<file path="src/logic/tlic_pkg.sv">
package tlic_pkg;

	// ----------------------------------------------------------------
	// sizes
	// ----------------------------------------------------------------
	localparam int NUM_SRC = 12;
	localparam int ADDR_W = 8;
	localparam int DATA_W = 8;
	localparam int VEC_W = 16;
	localparam int IDX_W = 4;

	// ----------------------------------------------------------------
	// machine cycle timing
	// ----------------------------------------------------------------
	localparam int CLK_PERIOD_NS = 10;
	localparam int PHASES_PER_MCYCLE = 4;
	localparam logic [1:0] PHASE_TWO = 2'h1;
	localparam logic [1:0] PHASE_FOUR = 2'h3;
	localparam int CALL_MCYCLES = 4;
	localparam logic [4:0] CALL_CLKS =
		5'(CALL_MCYCLES * PHASES_PER_MCYCLE);

	// ----------------------------------------------------------------
	// register offsets
	// ----------------------------------------------------------------
	localparam logic [7:0] ADDR_TIMER_CONTROL = 8'h00;
	localparam logic [7:0] ADDR_WATCHDOG_CONTROL = 8'h01;
	localparam logic [7:0] ADDR_BASIC_ENABLE = 8'h02;
	localparam logic [7:0] ADDR_EXTENDED_ENABLE = 8'h03;
	localparam logic [7:0] ADDR_BASIC_PRIORITY = 8'h04;
	localparam logic [7:0] ADDR_EXTENDED_PRIORITY = 8'h05;
	localparam logic [7:0] ADDR_SERIAL_CONTROL = 8'h06;
	localparam logic [7:0] ADDR_TIMER2_FLAGS = 8'h07;
	localparam logic [7:0] ADDR_DMA_FLAGS = 8'h08;
	localparam logic [7:0] ADDR_DEBUG_FLAGS = 8'h09;
	localparam logic [7:0] ADDR_IN_SERVICE = 8'h0A;

	// ----------------------------------------------------------------
	// writable bit masks and reset values
	// ----------------------------------------------------------------
	localparam logic [7:0] MASK_TIMER_CONTROL = 8'hAF;
	localparam logic [7:0] MASK_WATCHDOG_CONTROL = 8'h18;
	localparam logic [7:0] MASK_BASIC_ENABLE = 8'hBF;
	localparam logic [7:0] MASK_EXTENDED_ENABLE = 8'h3F;
	localparam logic [7:0] MASK_BASIC_PRIORITY = 8'h3F;
	localparam logic [7:0] MASK_EXTENDED_PRIORITY = 8'h10;
	localparam logic [7:0] MASK_SERIAL_CONTROL = 8'h03;
	localparam logic [7:0] MASK_TIMER2_FLAGS = 8'hC0;
	localparam logic [7:0] MASK_DMA_FLAGS = 8'h3F;
	localparam logic [7:0] MASK_DEBUG_FLAGS = 8'h0F;
	localparam logic [7:0] RESET_VALUE = 8'h00;

	// ----------------------------------------------------------------
	// field positions
	// ----------------------------------------------------------------
	localparam int BIT_EXT0_TYPE = 0;
	localparam int BIT_EXT0_FLAG = 1;
	localparam int BIT_EXT1_TYPE = 2;
	localparam int BIT_EXT1_FLAG = 3;
	localparam int BIT_TIMER0_FLAG = 5;
	localparam int BIT_TIMER1_FLAG = 7;
	localparam int BIT_WATCHDOG_FLAG = 3;
	localparam int BIT_TOP_FLAG = 4;
	localparam int BIT_GLOBAL_ENABLE = 7;
	localparam int BIT_EN_WATCHDOG = 4;
	localparam int BIT_EN_TOP = 5;
	localparam int BIT_PRIO_WATCHDOG = 4;
	localparam int BIT_SERIAL_RX = 0;
	localparam int BIT_SERIAL_TX = 1;
	localparam int BIT_TIMER2_CAPTURE = 6;
	localparam int BIT_TIMER2_OVERFLOW = 7;

	// ----------------------------------------------------------------
	// sources in fixed order, highest first
	// ----------------------------------------------------------------
	localparam int SRC_TOP = 0;
	localparam int SRC_EXT0 = 1;
	localparam int SRC_TIMER0 = 2;
	localparam int SRC_EXT1 = 3;
	localparam int SRC_TIMER1 = 4;
	localparam int SRC_SERIAL = 5;
	localparam int SRC_TIMER2 = 6;
	localparam int SRC_DMA = 7;
	localparam int SRC_HW_BP = 8;
	localparam int SRC_TEST = 9;
	localparam int SRC_SW_BP = 10;
	localparam int SRC_WATCHDOG = 11;

	localparam logic [1:0] LEVEL_LOW = 2'h0;
	localparam logic [1:0] LEVEL_HIGH = 2'h1;
	localparam logic [1:0] LEVEL_TOP = 2'h2;

	localparam logic [VEC_W-1:0] VECTORS [NUM_SRC] = '{
		16'h0033, 16'h0003, 16'h000B, 16'h0013, 16'h001B, 16'h0023,
		16'h002B, 16'h003B, 16'h0043, 16'h004B, 16'h0053, 16'h0063
	};

	function automatic logic [VEC_W-1:0] vector_of(
		input logic [IDX_W-1:0] idx
	);
		logic [VEC_W-1:0] v;
		v = VECTORS[0];
		for (int i = 0; i < NUM_SRC; i++) begin
			if (idx == IDX_W'(i)) begin
				v = VECTORS[i];
			end
		end
		return v;
	endfunction

endpackage

</file>
<file path="src/logic/tlic_resolver.sv">
`timescale 1ns/1ps
`default_nettype none

module tlic_resolver (
	input wire logic [tlic_pkg::NUM_SRC-1:0] req_in,
	input wire logic [tlic_pkg::NUM_SRC-1:0] high_in,
	output logic valid_out,
	output logic [tlic_pkg::IDX_W-1:0] index_out,
	output logic [1:0] level_out
);
	import tlic_pkg::*;

	// ----------------------------------------------------------------
	// first set bit in fixed order
	// ----------------------------------------------------------------
	function automatic logic [IDX_W-1:0] first_of(
		input logic [NUM_SRC-1:0] v
	);
		logic [IDX_W-1:0] r;
		r = '0;
		for (int i = NUM_SRC - 1; i >= 0; i--) begin
			if (v[i]) begin
				r = IDX_W'(i);
			end
		end
		return r;
	endfunction

	logic [NUM_SRC-1:0] high_req;

	always_comb begin
		high_req = req_in & high_in;
		high_req[SRC_TOP] = 1'b0;
		valid_out = |req_in;
		if (req_in[SRC_TOP]) begin
			index_out = IDX_W'(SRC_TOP);
			level_out = LEVEL_TOP;
		end else if (|high_req) begin
			index_out = first_of(high_req);
			level_out = LEVEL_HIGH;
		end else begin
			index_out = first_of(req_in);
			level_out = LEVEL_LOW;
		end
	end

endmodule

`default_nettype wire

</file>
<file path="src/logic/tlic_core.sv">
// Behaviour
// - twelve sources, three levels, each with flag, vector and enable
// - external inputs edge or level triggered by type bit
// - edge-mode external flag cleared on service entry
// - level-mode external flag follows input, not cleared on service
// - timer 0/1 flags set on overflow, cleared on service
// - timer 2 request is OR of two flags, software clears
// - watchdog flag bit 3 set on timeout, enabled by bit 4
// - serial request is OR of receive and transmit flags
// - top flag bit 4 set by dedicated input, own enable
// - top enable independent of global enable
// - top source fixed at the top level alone
// - software writes set or clear flags and raise interrupts
// - individual enables plus global enable masking all but top
// - three levels, no preemption by lower level
// - fixed order within a level, top first, watchdog last
// - seven sources have a bit moving them to high level
// - flags sampled and resolved in phase two of each cycle
// - call only if level free, last cycle, no enable write
// - pending requests are not remembered, each poll fresh
// - call loads the source's fixed vector address
// - external inputs active high, rising edge or high level
// - return from irq ends the in-service level
// - call lasts four machine cycles
`timescale 1ns/1ps
`default_nettype none

module tlic_core (
	input wire logic mclk_in,
	input wire logic rstn_in,
	input wire logic [tlic_pkg::ADDR_W-1:0] reg_addr_in,
	input wire logic [tlic_pkg::DATA_W-1:0] reg_wdata_in,
	input wire logic reg_write_in,
	input wire logic reg_read_in,
	output logic [tlic_pkg::DATA_W-1:0] reg_rdata_out,
	input wire logic ext_irq_in_0,
	input wire logic ext_irq_in_1,
	input wire logic top_priority_irq_in,
	input wire logic timer0_overflow_in,
	input wire logic timer1_overflow_in,
	input wire logic timer2_overflow_in,
	input wire logic timer2_capture_reload_in,
	input wire logic serial_rx_done_in,
	input wire logic serial_tx_done_in,
	input wire logic [5:0] dma_event_in,
	input wire logic [1:0] hw_breakpoint_in,
	input wire logic test_port_event_in,
	input wire logic sw_breakpoint_in,
	input wire logic watchdog_timeout_in,
	input wire logic last_mcycle_in,
	input wire logic enable_write_in,
	input wire logic return_from_irq_in,
	output logic call_out,
	output logic [tlic_pkg::VEC_W-1:0] call_vector_out,
	output logic [1:0] call_level_out,
	output logic call_busy_out,
	output logic [2:0] in_service_out,
	output logic [1:0] machine_phase_out
);
	import tlic_pkg::*;

	// ----------------------------------------------------------------
	// state
	// ----------------------------------------------------------------
	typedef struct packed {
		logic [7:0] timer_control_reg;
		logic [7:0] watchdog_control_reg;
		logic [7:0] basic_enable_reg;
		logic [7:0] extended_enable_reg;
		logic [7:0] basic_priority_reg;
		logic [7:0] extended_priority_reg;
		logic [7:0] serial_control_reg;
		logic [7:0] timer2_flags_reg;
		logic [7:0] dma_flags_reg;
		logic [7:0] debug_flags_reg;
		logic [1:0] phase;
		logic [4:0] busy;
		logic [2:0] in_service;
		logic [1:0] ext_prev;
		logic call;
		logic [VEC_W-1:0] vector;
		logic [1:0] level;
		logic [DATA_W-1:0] rdata;
	} tlic_state_t;

	tlic_state_t state_reg;
	tlic_state_t state_next;

	logic [NUM_SRC-1:0] req;
	logic [NUM_SRC-1:0] high;
	logic [NUM_SRC-1:0] enabled;
	logic res_valid;
	logic [IDX_W-1:0] res_index;
	logic [1:0] res_level;
	logic level_free;
	logic grant;
	logic ext0_edge_mode;
	logic ext1_edge_mode;

	// ----------------------------------------------------------------
	// request, enable and level vectors
	// ----------------------------------------------------------------
	always_comb begin
		ext0_edge_mode = state_reg.timer_control_reg[BIT_EXT0_TYPE];
		ext1_edge_mode = state_reg.timer_control_reg[BIT_EXT1_TYPE];
		req[SRC_TOP] = state_reg.watchdog_control_reg[BIT_TOP_FLAG];
		req[SRC_EXT0] = state_reg.timer_control_reg[BIT_EXT0_FLAG];
		req[SRC_TIMER0] = state_reg.timer_control_reg[BIT_TIMER0_FLAG];
		req[SRC_EXT1] = state_reg.timer_control_reg[BIT_EXT1_FLAG];
		req[SRC_TIMER1] = state_reg.timer_control_reg[BIT_TIMER1_FLAG];
		req[SRC_SERIAL] = |state_reg.serial_control_reg;
		req[SRC_TIMER2] = |state_reg.timer2_flags_reg;
		req[SRC_DMA] = |state_reg.dma_flags_reg;
		req[SRC_HW_BP] = |state_reg.debug_flags_reg[1:0];
		req[SRC_TEST] = state_reg.debug_flags_reg[2];
		req[SRC_SW_BP] = state_reg.debug_flags_reg[3];
		req[SRC_WATCHDOG] =
			state_reg.watchdog_control_reg[BIT_WATCHDOG_FLAG];
		// individual enables, global gate spares the top source
		enabled[SRC_TOP] =
			state_reg.extended_enable_reg[BIT_EN_TOP];
		enabled[6:1] = state_reg.basic_enable_reg[5:0]
			& {6{state_reg.basic_enable_reg[BIT_GLOBAL_ENABLE]}};
		enabled[11:7] = state_reg.extended_enable_reg[4:0]
			& {5{state_reg.basic_enable_reg[BIT_GLOBAL_ENABLE]}};
		high = '0;
		high[6:1] = state_reg.basic_priority_reg[5:0];
		high[SRC_WATCHDOG] =
			state_reg.extended_priority_reg[BIT_PRIO_WATCHDOG];
	end

	tlic_resolver u_resolver (
		.req_in(req & enabled),
		.high_in(high),
		.valid_out(res_valid),
		.index_out(res_index),
		.level_out(res_level)
	);

	// ----------------------------------------------------------------
	// grant conditions
	// ----------------------------------------------------------------
	always_comb begin
		level_free = 1'b1;
		for (int l = 0; l < 3; l++) begin
			if (state_reg.in_service[l] && 2'(l) >= res_level) begin
				level_free = 1'b0;
			end
		end
		// fresh evaluation each poll, nothing held over
		grant = (state_reg.phase == PHASE_TWO) && res_valid
			&& level_free && last_mcycle_in && !enable_write_in
			&& !return_from_irq_in && (state_reg.busy == 5'h00);
	end

	// ----------------------------------------------------------------
	// next state
	// ----------------------------------------------------------------
	always_comb begin
		state_next = state_reg;
		state_next.call = 1'b0;
		state_next.rdata = '0;
		state_next.phase = state_reg.phase + 2'h1;
		if (state_reg.busy != 5'h00) begin
			state_next.busy = state_reg.busy - 5'h01;
		end

		// end of service
		if (return_from_irq_in) begin
			if (state_reg.in_service[2]) begin
				state_next.in_service[2] = 1'b0;
			end else if (state_reg.in_service[1]) begin
				state_next.in_service[1] = 1'b0;
			end else begin
				state_next.in_service[0] = 1'b0;
			end
		end

		// vectored call and service-entry clears
		if (grant) begin
			state_next.call = 1'b1;
			state_next.busy = CALL_CLKS;
			state_next.vector = vector_of(res_index);
			state_next.level = res_level;
			state_next.in_service[res_level] = 1'b1;
			if (res_index == IDX_W'(SRC_EXT0) && ext0_edge_mode) begin
				state_next.timer_control_reg[BIT_EXT0_FLAG] = 1'b0;
			end
			if (res_index == IDX_W'(SRC_EXT1) && ext1_edge_mode) begin
				state_next.timer_control_reg[BIT_EXT1_FLAG] = 1'b0;
			end
			if (res_index == IDX_W'(SRC_TIMER0)) begin
				state_next.timer_control_reg[BIT_TIMER0_FLAG] = 1'b0;
			end
			if (res_index == IDX_W'(SRC_TIMER1)) begin
				state_next.timer_control_reg[BIT_TIMER1_FLAG] = 1'b0;
			end
		end

		// software writes
		if (reg_write_in) begin
			case (reg_addr_in)
				ADDR_TIMER_CONTROL: begin
					state_next.timer_control_reg =
						reg_wdata_in & MASK_TIMER_CONTROL;
				end
				ADDR_WATCHDOG_CONTROL: begin
					state_next.watchdog_control_reg =
						reg_wdata_in & MASK_WATCHDOG_CONTROL;
				end
				ADDR_BASIC_ENABLE: begin
					state_next.basic_enable_reg =
						reg_wdata_in & MASK_BASIC_ENABLE;
				end
				ADDR_EXTENDED_ENABLE: begin
					state_next.extended_enable_reg =
						reg_wdata_in & MASK_EXTENDED_ENABLE;
				end
				ADDR_BASIC_PRIORITY: begin
					state_next.basic_priority_reg =
						reg_wdata_in & MASK_BASIC_PRIORITY;
				end
				ADDR_EXTENDED_PRIORITY: begin
					state_next.extended_priority_reg =
						reg_wdata_in & MASK_EXTENDED_PRIORITY;
				end
				ADDR_SERIAL_CONTROL: begin
					state_next.serial_control_reg =
						reg_wdata_in & MASK_SERIAL_CONTROL;
				end
				ADDR_TIMER2_FLAGS: begin
					state_next.timer2_flags_reg =
						reg_wdata_in & MASK_TIMER2_FLAGS;
				end
				ADDR_DMA_FLAGS: begin
					state_next.dma_flags_reg = reg_wdata_in & MASK_DMA_FLAGS;
				end
				ADDR_DEBUG_FLAGS: begin
					state_next.debug_flags_reg =
						reg_wdata_in & MASK_DEBUG_FLAGS;
				end
				default: begin
				end
			endcase
		end

		// external inputs sampled once per machine cycle
		if (state_reg.phase == PHASE_FOUR) begin
			state_next.ext_prev = {ext_irq_in_1, ext_irq_in_0};
			if (ext0_edge_mode) begin
				if (ext_irq_in_0 && !state_reg.ext_prev[0]) begin
					state_next.timer_control_reg[BIT_EXT0_FLAG] = 1'b1;
				end
			end else begin
				state_next.timer_control_reg[BIT_EXT0_FLAG] = ext_irq_in_0;
			end
			if (ext1_edge_mode) begin
				if (ext_irq_in_1 && !state_reg.ext_prev[1]) begin
					state_next.timer_control_reg[BIT_EXT1_FLAG] = 1'b1;
				end
			end else begin
				state_next.timer_control_reg[BIT_EXT1_FLAG] = ext_irq_in_1;
			end
		end

		// hardware events win over any clear
		if (timer0_overflow_in) begin
			state_next.timer_control_reg[BIT_TIMER0_FLAG] = 1'b1;
		end
		if (timer1_overflow_in) begin
			state_next.timer_control_reg[BIT_TIMER1_FLAG] = 1'b1;
		end
		if (top_priority_irq_in) begin
			state_next.watchdog_control_reg[BIT_TOP_FLAG] = 1'b1;
		end
		if (watchdog_timeout_in) begin
			state_next.watchdog_control_reg[BIT_WATCHDOG_FLAG] = 1'b1;
		end
		if (serial_rx_done_in) begin
			state_next.serial_control_reg[BIT_SERIAL_RX] = 1'b1;
		end
		if (serial_tx_done_in) begin
			state_next.serial_control_reg[BIT_SERIAL_TX] = 1'b1;
		end
		if (timer2_overflow_in) begin
			state_next.timer2_flags_reg[BIT_TIMER2_OVERFLOW] = 1'b1;
		end
		if (timer2_capture_reload_in) begin
			state_next.timer2_flags_reg[BIT_TIMER2_CAPTURE] = 1'b1;
		end
		state_next.dma_flags_reg[5:0] =
			state_next.dma_flags_reg[5:0] | dma_event_in;
		state_next.debug_flags_reg[1:0] =
			state_next.debug_flags_reg[1:0] | hw_breakpoint_in;
		if (test_port_event_in) begin
			state_next.debug_flags_reg[2] = 1'b1;
		end
		if (sw_breakpoint_in) begin
			state_next.debug_flags_reg[3] = 1'b1;
		end

		// register read, data in the next cycle
		if (reg_read_in) begin
			case (reg_addr_in)
				ADDR_TIMER_CONTROL: state_next.rdata =
					state_reg.timer_control_reg;
				ADDR_WATCHDOG_CONTROL: state_next.rdata =
					state_reg.watchdog_control_reg;
				ADDR_BASIC_ENABLE: state_next.rdata =
					state_reg.basic_enable_reg;
				ADDR_EXTENDED_ENABLE: state_next.rdata =
					state_reg.extended_enable_reg;
				ADDR_BASIC_PRIORITY: state_next.rdata =
					state_reg.basic_priority_reg;
				ADDR_EXTENDED_PRIORITY: state_next.rdata =
					state_reg.extended_priority_reg;
				ADDR_SERIAL_CONTROL: state_next.rdata =
					state_reg.serial_control_reg;
				ADDR_TIMER2_FLAGS: state_next.rdata =
					state_reg.timer2_flags_reg;
				ADDR_DMA_FLAGS: state_next.rdata = state_reg.dma_flags_reg;
				ADDR_DEBUG_FLAGS: state_next.rdata =
					state_reg.debug_flags_reg;
				ADDR_IN_SERVICE: state_next.rdata =
					{5'h00, state_reg.in_service};
				default: state_next.rdata = RESET_VALUE;
			endcase
		end
	end

	// ----------------------------------------------------------------
	// registers
	// ----------------------------------------------------------------
	always_ff @(posedge mclk_in or negedge rstn_in) begin
		if (!rstn_in) begin
			state_reg <= '0;
		end else begin
			state_reg <= state_next;
		end
	end

	// ----------------------------------------------------------------
	// outputs
	// ----------------------------------------------------------------
	assign reg_rdata_out = state_reg.rdata;
	assign call_out = state_reg.call;
	assign call_vector_out = state_reg.vector;
	assign call_level_out = state_reg.level;
	assign call_busy_out = state_reg.busy != 5'h00;
	assign in_service_out = state_reg.in_service;
	assign machine_phase_out = state_reg.phase;

endmodule

`default_nettype wire

</file>
<file path="config.mk">
export PLATFORM = sky130hd
export DESIGN_NAME = tlic_core
export DESIGN_NICKNAME = d
export VERILOG_FILES = /design/src/logic/tlic_pkg.sv /design/src/logic/tlic_resolver.sv /design/src/logic/tlic_core.sv
export SDC_FILE = /design/constraint.sdc
export NUM_CORES = 1
export LEC_CHECK = 0
export BUFFER_PORTS_ARGS = -buffer_cell sky130_fd_sc_hd__buf_2
export CORE_MARGIN = 3
export CORE_UTILIZATION = 31
export CTS_CLUSTER_SIZE = 40
export DETAILED_ROUTE_END_ITERATION = 8
export GPL_TIMING_DRIVEN = 0
export HOLD_SLACK_MARGIN = 0.05
export PLACE_DENSITY = 0.52
export SYNTH_ARGS = -nofsm -noshare
export SYNTH_HDL_FRONTEND = slang
export SYNTH_SLANG_ARGS = --single-unit
</file>
<file path="constraint.sdc">
create_clock -name mclk_in -period 2.7 [get_ports mclk_in]
set_input_delay 0.81 -clock mclk_in [delete_from_list [all_inputs] [get_ports mclk_in]]
set_output_delay 0.81 -clock mclk_in [all_outputs]
set_load 0.05 [all_outputs]
</file>
=== Word level (Yosys, flattened, before mapping) ===
Index checks and enable logic that the tools add are counted.

* Register bits: 81
* Bits of input ports: 43
* Output and inout port bits: 33
* Word-level logic and storage cells: 203

* Add/subtract/negate cells: 2
* Order comparisons: 5
* Eq/ne operators: 23
* Multiplexer cells: 85
* Bitwise logic cells: 7
* Reductions and logical operators: 57

{| class="wikitable"
|+ Operators by type and width
! cell !! count
|-
| 16-bit 2-to-1 mux || 10
|-
| 4-bit 2-to-1 mux || 25
|-
| 8-bit one-hot mux with 11 select lines || 1
|-
| 80-bit 2-to-1 mux || 1
|-
| 8-bit 2-to-1 mux || 5
|-
| 2-bit nonzero test || 17
|-
| 8-bit by 3-bit equality test with 1-bit output, second input constant || 4
|-
| 1-bit 2-to-1 mux || 30
|-
| 2-bit AND reduction || 13
|-
| 12-bit bitwise AND || 2
|-
| 8-bit by 4-bit equality test with 1-bit output, second input constant || 3
|-
| 6-bit 2-to-1 mux || 4
|-
| 19-bit 2-to-1 mux || 1
|-
| 4-bit by 3-bit equality test with 1-bit output, second input constant || 4
|-
| 4-bit equality test, second input constant || 4
|-
| 8-bit by 2-bit equality test with 1-bit output, second input constant || 2
|-
| 5-bit 2-to-1 mux || 3
|-
| 1-bit logical AND || 14
|-
| 12-bit OR reduction || 1
|-
| 11-bit OR reduction || 1
|-
| 4-bit by 2-bit equality test with 1-bit output, second input constant || 2
|-
| 8-bit by 1-bit equality test with 1-bit output, second input constant || 1
|-
| 8-bit logical NOT || 1
|-
| 6-bit bitwise AND || 1
|-
| 21 further kinds || 29
|}

=== Depth between registers and ports, before layout ===
Gate-level depths: netlist of the first run.

* Depth after elaboration: 29
* Gate-level depth with buffers: 10
* Depth with buffers taken out: 9

=== Cells and area by module ===
Synthesis of the first run repeated with hierarchy kept, for this count alone.

* Cell total of the unflattened synthesis: 426
* Area, all modules: 4,154.0 um2

{| class="wikitable"
|+ Modules (own cells, without submodules)
! module !! instances !! cells each !! area each (um2) !! seq. area each (um2)
|-
| tlic_core || 1 || 372 || 3,823.7 || 1,751.7
|-
| tlic_resolver || 1 || 54 || 330.3 || 0.0
|}

=== Worst setup path before layout of the first run ===
Ideal clock, no wire load.

* Kind: input port to flip-flop
* Start point: in reg_addr_in[5] in the netlist's numbering
* End point: reg state_reg (netlist bit high[1])
* Setup time: 125 ps
* Arrival time: 2,462 ps
* Setup slack: 113 ps
* Stages on the path: 6
* Buffers on the path: 2
* Cells stage by stage: or4_1 > nor3_1 > buf_2 > and3_1 > clkbuf_1 > mux2_2

* Word-level cells in the longest chain between the ends: 2

{| class="wikitable"
|+ RTL lines
! item !! line !! text
|-
| start: declaration || tlic_core.sv:31 || <nowiki>input wire logic [tlic_pkg::ADDR_W-1:0] reg_addr_in,</nowiki>
|-
| 8-bit by 3-bit equality test with 1-bit output || tlic_core.sv:202 || <nowiki>case (reg_addr_in)</nowiki>
|-
| 2-bit AND reduction (no line) || - ||
|-
| end signal: assignment || tlic_core.sv:338 || <nowiki>state_reg <= state_next;</nowiki>
|-
| end: declaration || tlic_core.sv:86 || <nowiki>tlic_state_t state_reg;</nowiki>
|}

No other way between the ends.
A chain may end at the register's enable or synchronous reset.

=== Worst setup path in the final report of the first run ===
* Start point: reg state_reg[102] in the netlist's numbering
* End point: reg state_reg (netlist bit call_vector_out[5])

* Word-level cells in the longest chain between the ends: 28
* Elaborated cells between the ends (all ways): 69
* Those cells by class: order compare: 3; eq/ne: 11; mux: 40; bitwise: 4; reduce/logical: 11

{| class="wikitable"
|+ RTL lines
! item !! line !! text
|-
| 5-bit bitwise AND || tlic_core.sv:125 || <nowiki>& {5{state_reg.basic_enable_reg[BIT_GLOBAL_ENABLE]}};</nowiki>
|-
| 12-bit bitwise AND (*) || tlic_core.sv:133 || <nowiki>.req_in(req & enabled),</nowiki>
|-
| 12-bit bitwise AND || tlic_resolver.sv:32 || <nowiki>high_req = req_in & high_in;</nowiki>
|-
| 4-bit 2-to-1 mux (11 in series) || tlic_resolver.sv:22 || <nowiki>if (v[i]) begin</nowiki>
|-
| 4-bit 2-to-1 mux || tlic_resolver.sv:38 || <nowiki>end else if (|high_req) begin</nowiki>
|-
| 4-bit 2-to-1 mux || tlic_resolver.sv:35 || <nowiki>if (req_in[SRC_TOP]) begin</nowiki>
|-
| 4-bit by 1-bit equality test with 1-bit output || tlic_pkg.sv:104 || <nowiki>if (idx == IDX_W'(i)) begin</nowiki>
|-
| 6-bit 2-to-1 mux || tlic_pkg.sv:104 ||
|-
| 16-bit 2-to-1 mux (10 in series) || tlic_pkg.sv:104 ||
|}

Mark *: on every way between the ends. The rest lies on a longest branch, timed or not.

==> results of run 1 <==
==> synth_stat cells (2+ instances only) <==
library cell,instances,area share (%)
a22o_1,2,0.44
a21oi_1,20,2.5
nand3_1,9,1.1
dfrtp_1,70,44
a311o_1,2,0.50
clkbuf_1,7,0.66
nor3_2,3,0.75
nand4_1,3,0.47
buf_4,31,5.9
nand4_2,3,0.94
o21ai_0,24,3.0
a211o_1,16,3.5
inv_1,23,2.2
nand2_1,55,5.2
a221oi_1,6,1.3
o21ai_1,6,0.75
ha_1,3,0.94
a31oi_1,7,1.1
mux2i_1,11,2.8
o211ai_1,3,0.57
or4_1,2,0.38
nor3_1,7,0.88
nor2_1,28,2.6
buf_1,2,0.19
nor4_1,3,0.47
and3_1,11,1.7
a22oi_1,4,0.75
o22ai_1,2,0.31
nor2b_1,3,0.47
mux2_2,16,4.5
nand2b_1,2,0.31
==> power by group through the flow <==
stage | sequential, mW | combinational (mW) | clock (mW)
after floorplan | 1.16 | 0.230 | 0
after global placement | 1.17 | 0.332 | 0
after detailed placement | 1.18 | 0.345 | 0
after CTS | 1.16 | 0.346 | 1.35
after global routing | 1.17 | 0.385 | 1.40
final | 1.16 | 0.344 | 1.32
==> how the worst max path moves through the flow <==
stage                    from  slack, ps  cells after the start                 end
2_1_floorplan  reg_addr_in[5]        110                      6             high[1]
3_3_place_gp   reg_addr_in[5]       -320                      7       state_reg[95]
3_5_place_dp   reg_addr_in[5]       -360                      7      state_reg[100]
4_1_cts        reg_addr_in[5]          3                      7      state_reg[100]
5_1_grt        state_reg[102]          9                      9              req[1]
6_report       state_reg[102]        150                      9  call_vector_out[5]
==> worst reg2reg max path: cells and delay by family, from the launching register on <==
| family | cells | cell delay, ps |
|---|---|---|
| and+or+nand+nor | 4 | 990 |
| AOI/OAI and AO/OA | 3 | 640 |
| DFF | 1 | 380 |
| muxes | 1 | 280 |
| buffers and inverters | 1 | 150 |
==> logic make-up after synthesis <==
group	Yosys count
fa+ha+maj	3
compound gates	109
mux	27
other cells	1
simple gates	138
flops	70
xor+xnor	2
buf+inv	67
==> metrics by stage <==
| stage | util [%] | cell area [µm²] | setup TNS, ps |
|---|---|---|---|
| after floorplan | - | 4010 | 0 |
| after global placement | 37.0 | 4540 | -6870 |
| after detailed placement | 37.2 | 4570 | -6970 |
| after CTS | 40.0 | 4900 | 0 |
| after global routing | 40.5 | 4960 | 0 |
| final | 40.5 | 4960 | 0 |
==> layout make-up <==
cell class	count	area (µm²)	share of cell area (%)
inverters	24	90.1	1.81
multi-input cells	289	1890	38.2
flip-flops and latches	70	1750	35.3
repair buffers	69	383	7.71
well taps	168	210	4.23
clock buffers	11	253	5.09
plain buffers	42	300	6.05
clock inverters	5	81.3	1.64
==> cell usage in the layout, fill, tap and decap left out, types with 6 or more instances in the layout <==
cell       synthesis  layout
nor2_1            28      28
a221oi_1           6       6
o21ai_0           24      24
buf_2              1      63
mux2_2            16      16
nand3_1            9       8
clkbuf_16          0       9
a211o_1           16      16
nand2_1           55      54
dfrtp_1           70      70
mux2i_1           11      11
buf_4             31      37
a31oi_1            7       7
inv_1             23      23
conb_1             1      10
and3_1            11      11
a21oi_1           20      20
==> routing by layer <==
metal	routed length [µm]	GRT usage [%]
met5	0	0
met4	227	5.36
met3	483	3.61
met2	5360	26.2
met1	5400	22.6
==> what timing repair did <==
item	4_1_cts	5_1_grt
hold endpoints to repair	0	0
resized for setup	0	8
endpoints found under the setup margin	0	28
setup buffers	0	5
==> run_results.csv, run 1 <==
group,metric,value,unit
logic_synthesis,synth_edf_count,0,
clocking,ctsLongestPathBuffers,2,
power_and_ir_drop,combPwrFrac,12.2,%
logic_synthesis,synthAdderAreaFrac,0.944,%
floorplanning,die-area,0.0142,mm²
sta,hold_viol,0,
routing,avgRoutedWirePerCell,16.9,µm
floorplanning,core_area,0.0123,mm²
final_layout,fill_cells,1254,
power_and_ir_drop,p_leak,2.33,nW
critical_path,crit_slowest_cell,"nor3_2",
clocking,clk_latency,340,ps
min_path,min_path_type,"input port to async pin",
critical_path,slowest_delay,400,ps
critical_path,arrival,2770,ps
clocking,holdBufCountCts,0,
final_layout,drive_gt1_share,31.2,%
placement,place_inst,658,
floorplanning,row_count,40,
power_and_ir_drop,pwr-share-seq,41.0,%
sta,min_period_over_period,94.4,%
routing,drc,0,
logic_synthesis,synthCells,417,
final_layout,diodes,0,
sta,slew_viol_final,0,
critical_path,worstRegToRegCells,9,
critical_path,path_class,"flip-flop to flip-flop",
critical_path,cp_max_fo,9,
final_layout,area_delta_synth_final,24.8,%
sta,fin_crit,2550,ps
sta,tightestPinTransition,716,ps
floorplanning,io_pins,76,
logic_synthesis,postSynthAreaPerCell,9.54,µm²
final_layout,largest_register_ffs,31,
critical_path,timing.rr.end,"call_vector_out[5]",
logic_synthesis,synth_warnings,0,
routing,drtPass1Iterations,4,
clocking,numCtsBuffers,9,
critical_path,startpoint_type,"flip-flop",
critical_path,r2r_slack,150,ps
global_route,grt_pass1_wl,18500,µm
critical_path,end_kind,"flip-flop",
sta,fin_skew,6.42,ps
logic_synthesis,synthSimpleGateAreaFrac,17.9,%
critical_path,crit_chain,"buf_6 -> nand4_1 -> nand4_2 -> nor3_2 -> o21ai_1 -> o22ai_2 -> or4_1 -> o221ai_1 -> mux2_2",
run,cap_viol_max_count,0,
clocking,htree_levels,3,
power_and_ir_drop,p_total,2.83,mW
logic_synthesis,synth.area.mux_share,7.30,%
routing,drtAntennaViolNets,0,
critical_path,cp.required,2920,ps
global_route,grt_usage,16.6,%
placement,hpwl,8510,µm
clocking,cts_num_sinks,70,
routing,viasPerCell,5.01,
power_and_ir_drop,vdd_drop_max,0.233,mV
placement,place_congestion,0.882,
power_and_ir_drop,pwr-share-clk,46.8,%
logic_synthesis,ys_seq_area_share,44.0,%
clocking,root_buffer,"clkbuf_16",
global_route,antenna_found_initial,0,
power_and_ir_drop,p_int,2.09,mW
placement,io_buffers,63,
logic_synthesis,synth_top_family_by_area,"compound AO/OA/AOI/OAI gates",
sta,rsz0062_at_grt,"no",
logic_synthesis,syn_area,0.00398,mm²
floorplanning,die_y,119,µm
power_and_ir_drop,p_sw,733,µW
floorplanning,die_x,119,µm
critical_path,cp.buffers_inverters,1,
clocking,cts_tree,"done",
sta,setup_slack,150,ps
final_layout,instances_no_fill,678,
sta,setup_viol,0,
floorplanning,start_util,32.4,%
critical_path,r2r_start,"state_reg[102]",
logic_synthesis,ys.flop_type,"dfrtp_1",
logic_synthesis,synth.distinct_cells,64,
global_route,grt-ovfl-total,0,
logic_synthesis,ys_ff_latch,70,
critical_path,crit_family,"simple AND/OR/NAND/NOR gates",
logic_synthesis,synth-compound-area-share,19.4,%
routing,drtIter0Drc,230,
power_and_ir_drop,p_sw_share,25.9,%
final_layout,finalNetCount,551,
logic_synthesis,async_flop_share,100,%
routing,wirelength,11500,µm
placement,place_ws,-359,ps
sta,max_freq,0.392,GHz
global_route,grt_max_degree,69,
sta,slew_headroom,52.0,%
global_route,first_global_vias,3379,
logic_synthesis,synth-xor-area-share,0.440,%
clocking,path_clk_slew,60,ps
routing,routed-via-count,3395,
power_and_ir_drop,power.density,570,mW/mm²
sta,hold_slack,259,ps
status,status,"completed",
No activity file was read; power rests on OpenSTA's default activity.
==> run 2, diff against run 1 <==
- GPL_TIMING_DRIVEN: 0 -> 1
==> run 2 against run 1 <==
Net effect: critical path depth did not move; register-to-register slack improved by 30 ps; utilization fell by 0.98 points; non-clock buffer count fell by 16; die area did not move; final cell count fell by 2.4%; maximum frequency rose by 1.3%; combinational power fell by 5%; setup slack improved by 32 ps.
==> run_results.csv, run 2 (synthesis gave the netlist of run 1 again) <==
group,metric,value,unit
critical_path,cp_max_fo,16,
routing,routed-via-count,3366,
power_and_ir_drop,pwr-share-seq,40.6,%
floorplanning,die_y,119,µm
global_route,grt_usage,16.2,%
min_path,min_path_type,"flip-flop to flip-flop",
routing,drtPass1Iterations,5,
min_path,holdPathStages,1,
final_layout,design_area,0.00484,mm²
final_layout,area_delta_synth_final,21.8,%
min_path,min-delay-start,"state_reg[35]",
routing,wirelength,11300,µm
critical_path,startpoint_type,"flip-flop",
critical_path,end_kind,"flip-flop",
sta,setup_viol,0,
clocking,cts_num_sinks,70,
floorplanning,row_count,40,
critical_path,slowest_delay,520,ps
power_and_ir_drop,p_leak,2.26,nW
routing,drc,0,
run,cap_viol_max_count,0,
sta,max_freq,0.397,GHz
final_layout,diodes,0,
final_layout,fill_cells,1216,
critical_path,worstRegToRegCells,9,
power_and_ir_drop,power.density,591,mW/mm²
sta,fin_tns_setup,0,ps
clocking,clk_latency,340,ps
critical_path,r2r_start,"state_reg[102]",
critical_path,arrival,2740,ps
routing,avgRoutedWirePerCell,17.0,µm
status,status,"completed",
floorplanning,core_area,0.0123,mm²
final_layout,layout_commonest_cell,"dfrtp_1",
clocking,numCtsBuffers,9,
global_route,grt_pass1_wl,18000,µm
global_route,antenna_found_initial,0,
power_and_ir_drop,p_int,2.13,mW
clocking,path_clk_slew,60,ps
routing,drtIter0Drc,262,
floorplanning,start_util,32.4,%
global_route,first_global_vias,3347,
power_and_ir_drop,combPwrFrac,11.5,%
floorplanning,die_x,119,µm
sta,fin_skew,10.5,ps
power_and_ir_drop,pwr-share-clk,47.9,%
critical_path,r2r_slack,180,ps
final_layout,seq_area,0.00175,mm²
clocking,cts_tree,"done",
sta,tightestPinTransition,494,ps
floorplanning,io_pins,76,
final_layout,drive_gt1_share,29.8,%
clocking,htree_levels,3,
global_route,grt_max_degree,71,
routing,drtAntennaViolNets,0,
final_layout,instances_no_fill,662,
placement,io_buffers,65,
critical_path,crit_slowest_cell,"dfrtp_2",
critical_path,timing.rr.end,"call_vector_out[5]",
sta,min_period_over_period,93.3,%
sta,rsz0062_at_grt,"no",
final_layout,final_cell_mix,"dfrtp_1, buf_2, nand2_1",
critical_path,crit_chain,"buf_4 -> nand4_2 -> nand2_4 -> nor3_2 -> o21ai_1 -> o22ai_2 -> or4_1 -> o221ai_1 -> mux2_2",
min_path,min_to,"state_reg[35]",
sta,hold_viol,0,
floorplanning,die-area,0.0142,mm²
routing,viasPerCell,5.08,
sta,slew_headroom,66.7,%
power_and_ir_drop,p_sw_share,25.5,%
final_layout,multiInputGateArea,0.00188,mm²
final_layout,finalNetCount,535,
clocking,root_buffer,"clkbuf_16",
clocking,cts_setup_buffers,0,
final_layout,largest_register_ffs,31,
clocking,ctsLongestPathBuffers,2,
global_route,grt-ovfl-total,0,
power_and_ir_drop,vdd_drop_max,0.241,mV
critical_path,cp.required,2920,ps
placement,place_congestion,0.862,
sta,fin_crit,2520,ps
sta,slew_viol_final,0,
critical_path,path_class,"flip-flop to flip-flop",
placement,hpwl,8560,µm
placement,place_area,0.00448,mm²
power_and_ir_drop,p_sw,732,µW
placement,place_inst,646,
[run 2: power by group through the flow]
stage,logic (mW),clock network [mW],registers (mW)
3_3_place_gp,0.324,0,1.18
6_report,0.328,1.37,1.16
4_1_cts,0.335,1.40,1.16
3_5_place_dp,0.334,0,1.18
5_1_grt,0.370,1.44,1.17
2_1_floorplan,0.230,0,1.16
[run 2: critical path: cells and delay by family, from the launching register on]
kind | cells | cell delay, ps
buf+inv | 1 | 190
mux | 1 | 290
flops | 1 | 520
compound gates | 3 | 640
simple gates | 4 | 750
[run 2: worst max path at each step]
stage / from / to / slack [ps] / depth (start not counted)
floorplan: reg_addr_in[5] / high[1] / 110 / 6
global placement: state_reg[102] / req[3] / 70 / 7
detailed placement: reg_addr_in[5] / high[2] / 20 / 6
CTS: state_reg[102] / req[3] / 40 / 7
global route: state_reg[47] / call_vector_out[5] / 40 / 10
finish: state_reg[102] / call_vector_out[5] / 180 / 9
[run 2: area by class of cell]
class                      instances  share of cell area [%]
multi-input combinational        289                    38.7
tap                              168                    4.34
sequential                        70                    36.2
timing repair buffer              95                    11.7
clock buffer                       9                    4.65
clock inverter                     7                    2.51
inverter                          24                    1.86
[run 2: timing repair]
item / CTS / global route
hold buffers: 0 / 0
endpoints found under the setup margin: 0 / 5
resized for setup: 0 / 4
[run 2: metal layers]
layer  track usage (%)  wire (µm)  up-vias
met1              22.3       5310     1649
met2              25.2       5310       96
met3              3.85        544        6
li1                  -          -     1615
met5                 0          0        -
met4              5.36         97        0
[run 2: metrics by stage]
step                      power, mW  hold slack, ps  setup slack [ps]  util (%)
after global placement         1.50             456              66.0      36.6
after global routing           2.98             499              35.4      39.5
after detailed placement       1.51             462              16.2      36.6
after CTS                      2.90             470              37.2      39.4
after floorplan                1.39             442               113         -
final                          2.86             463               182      39.5
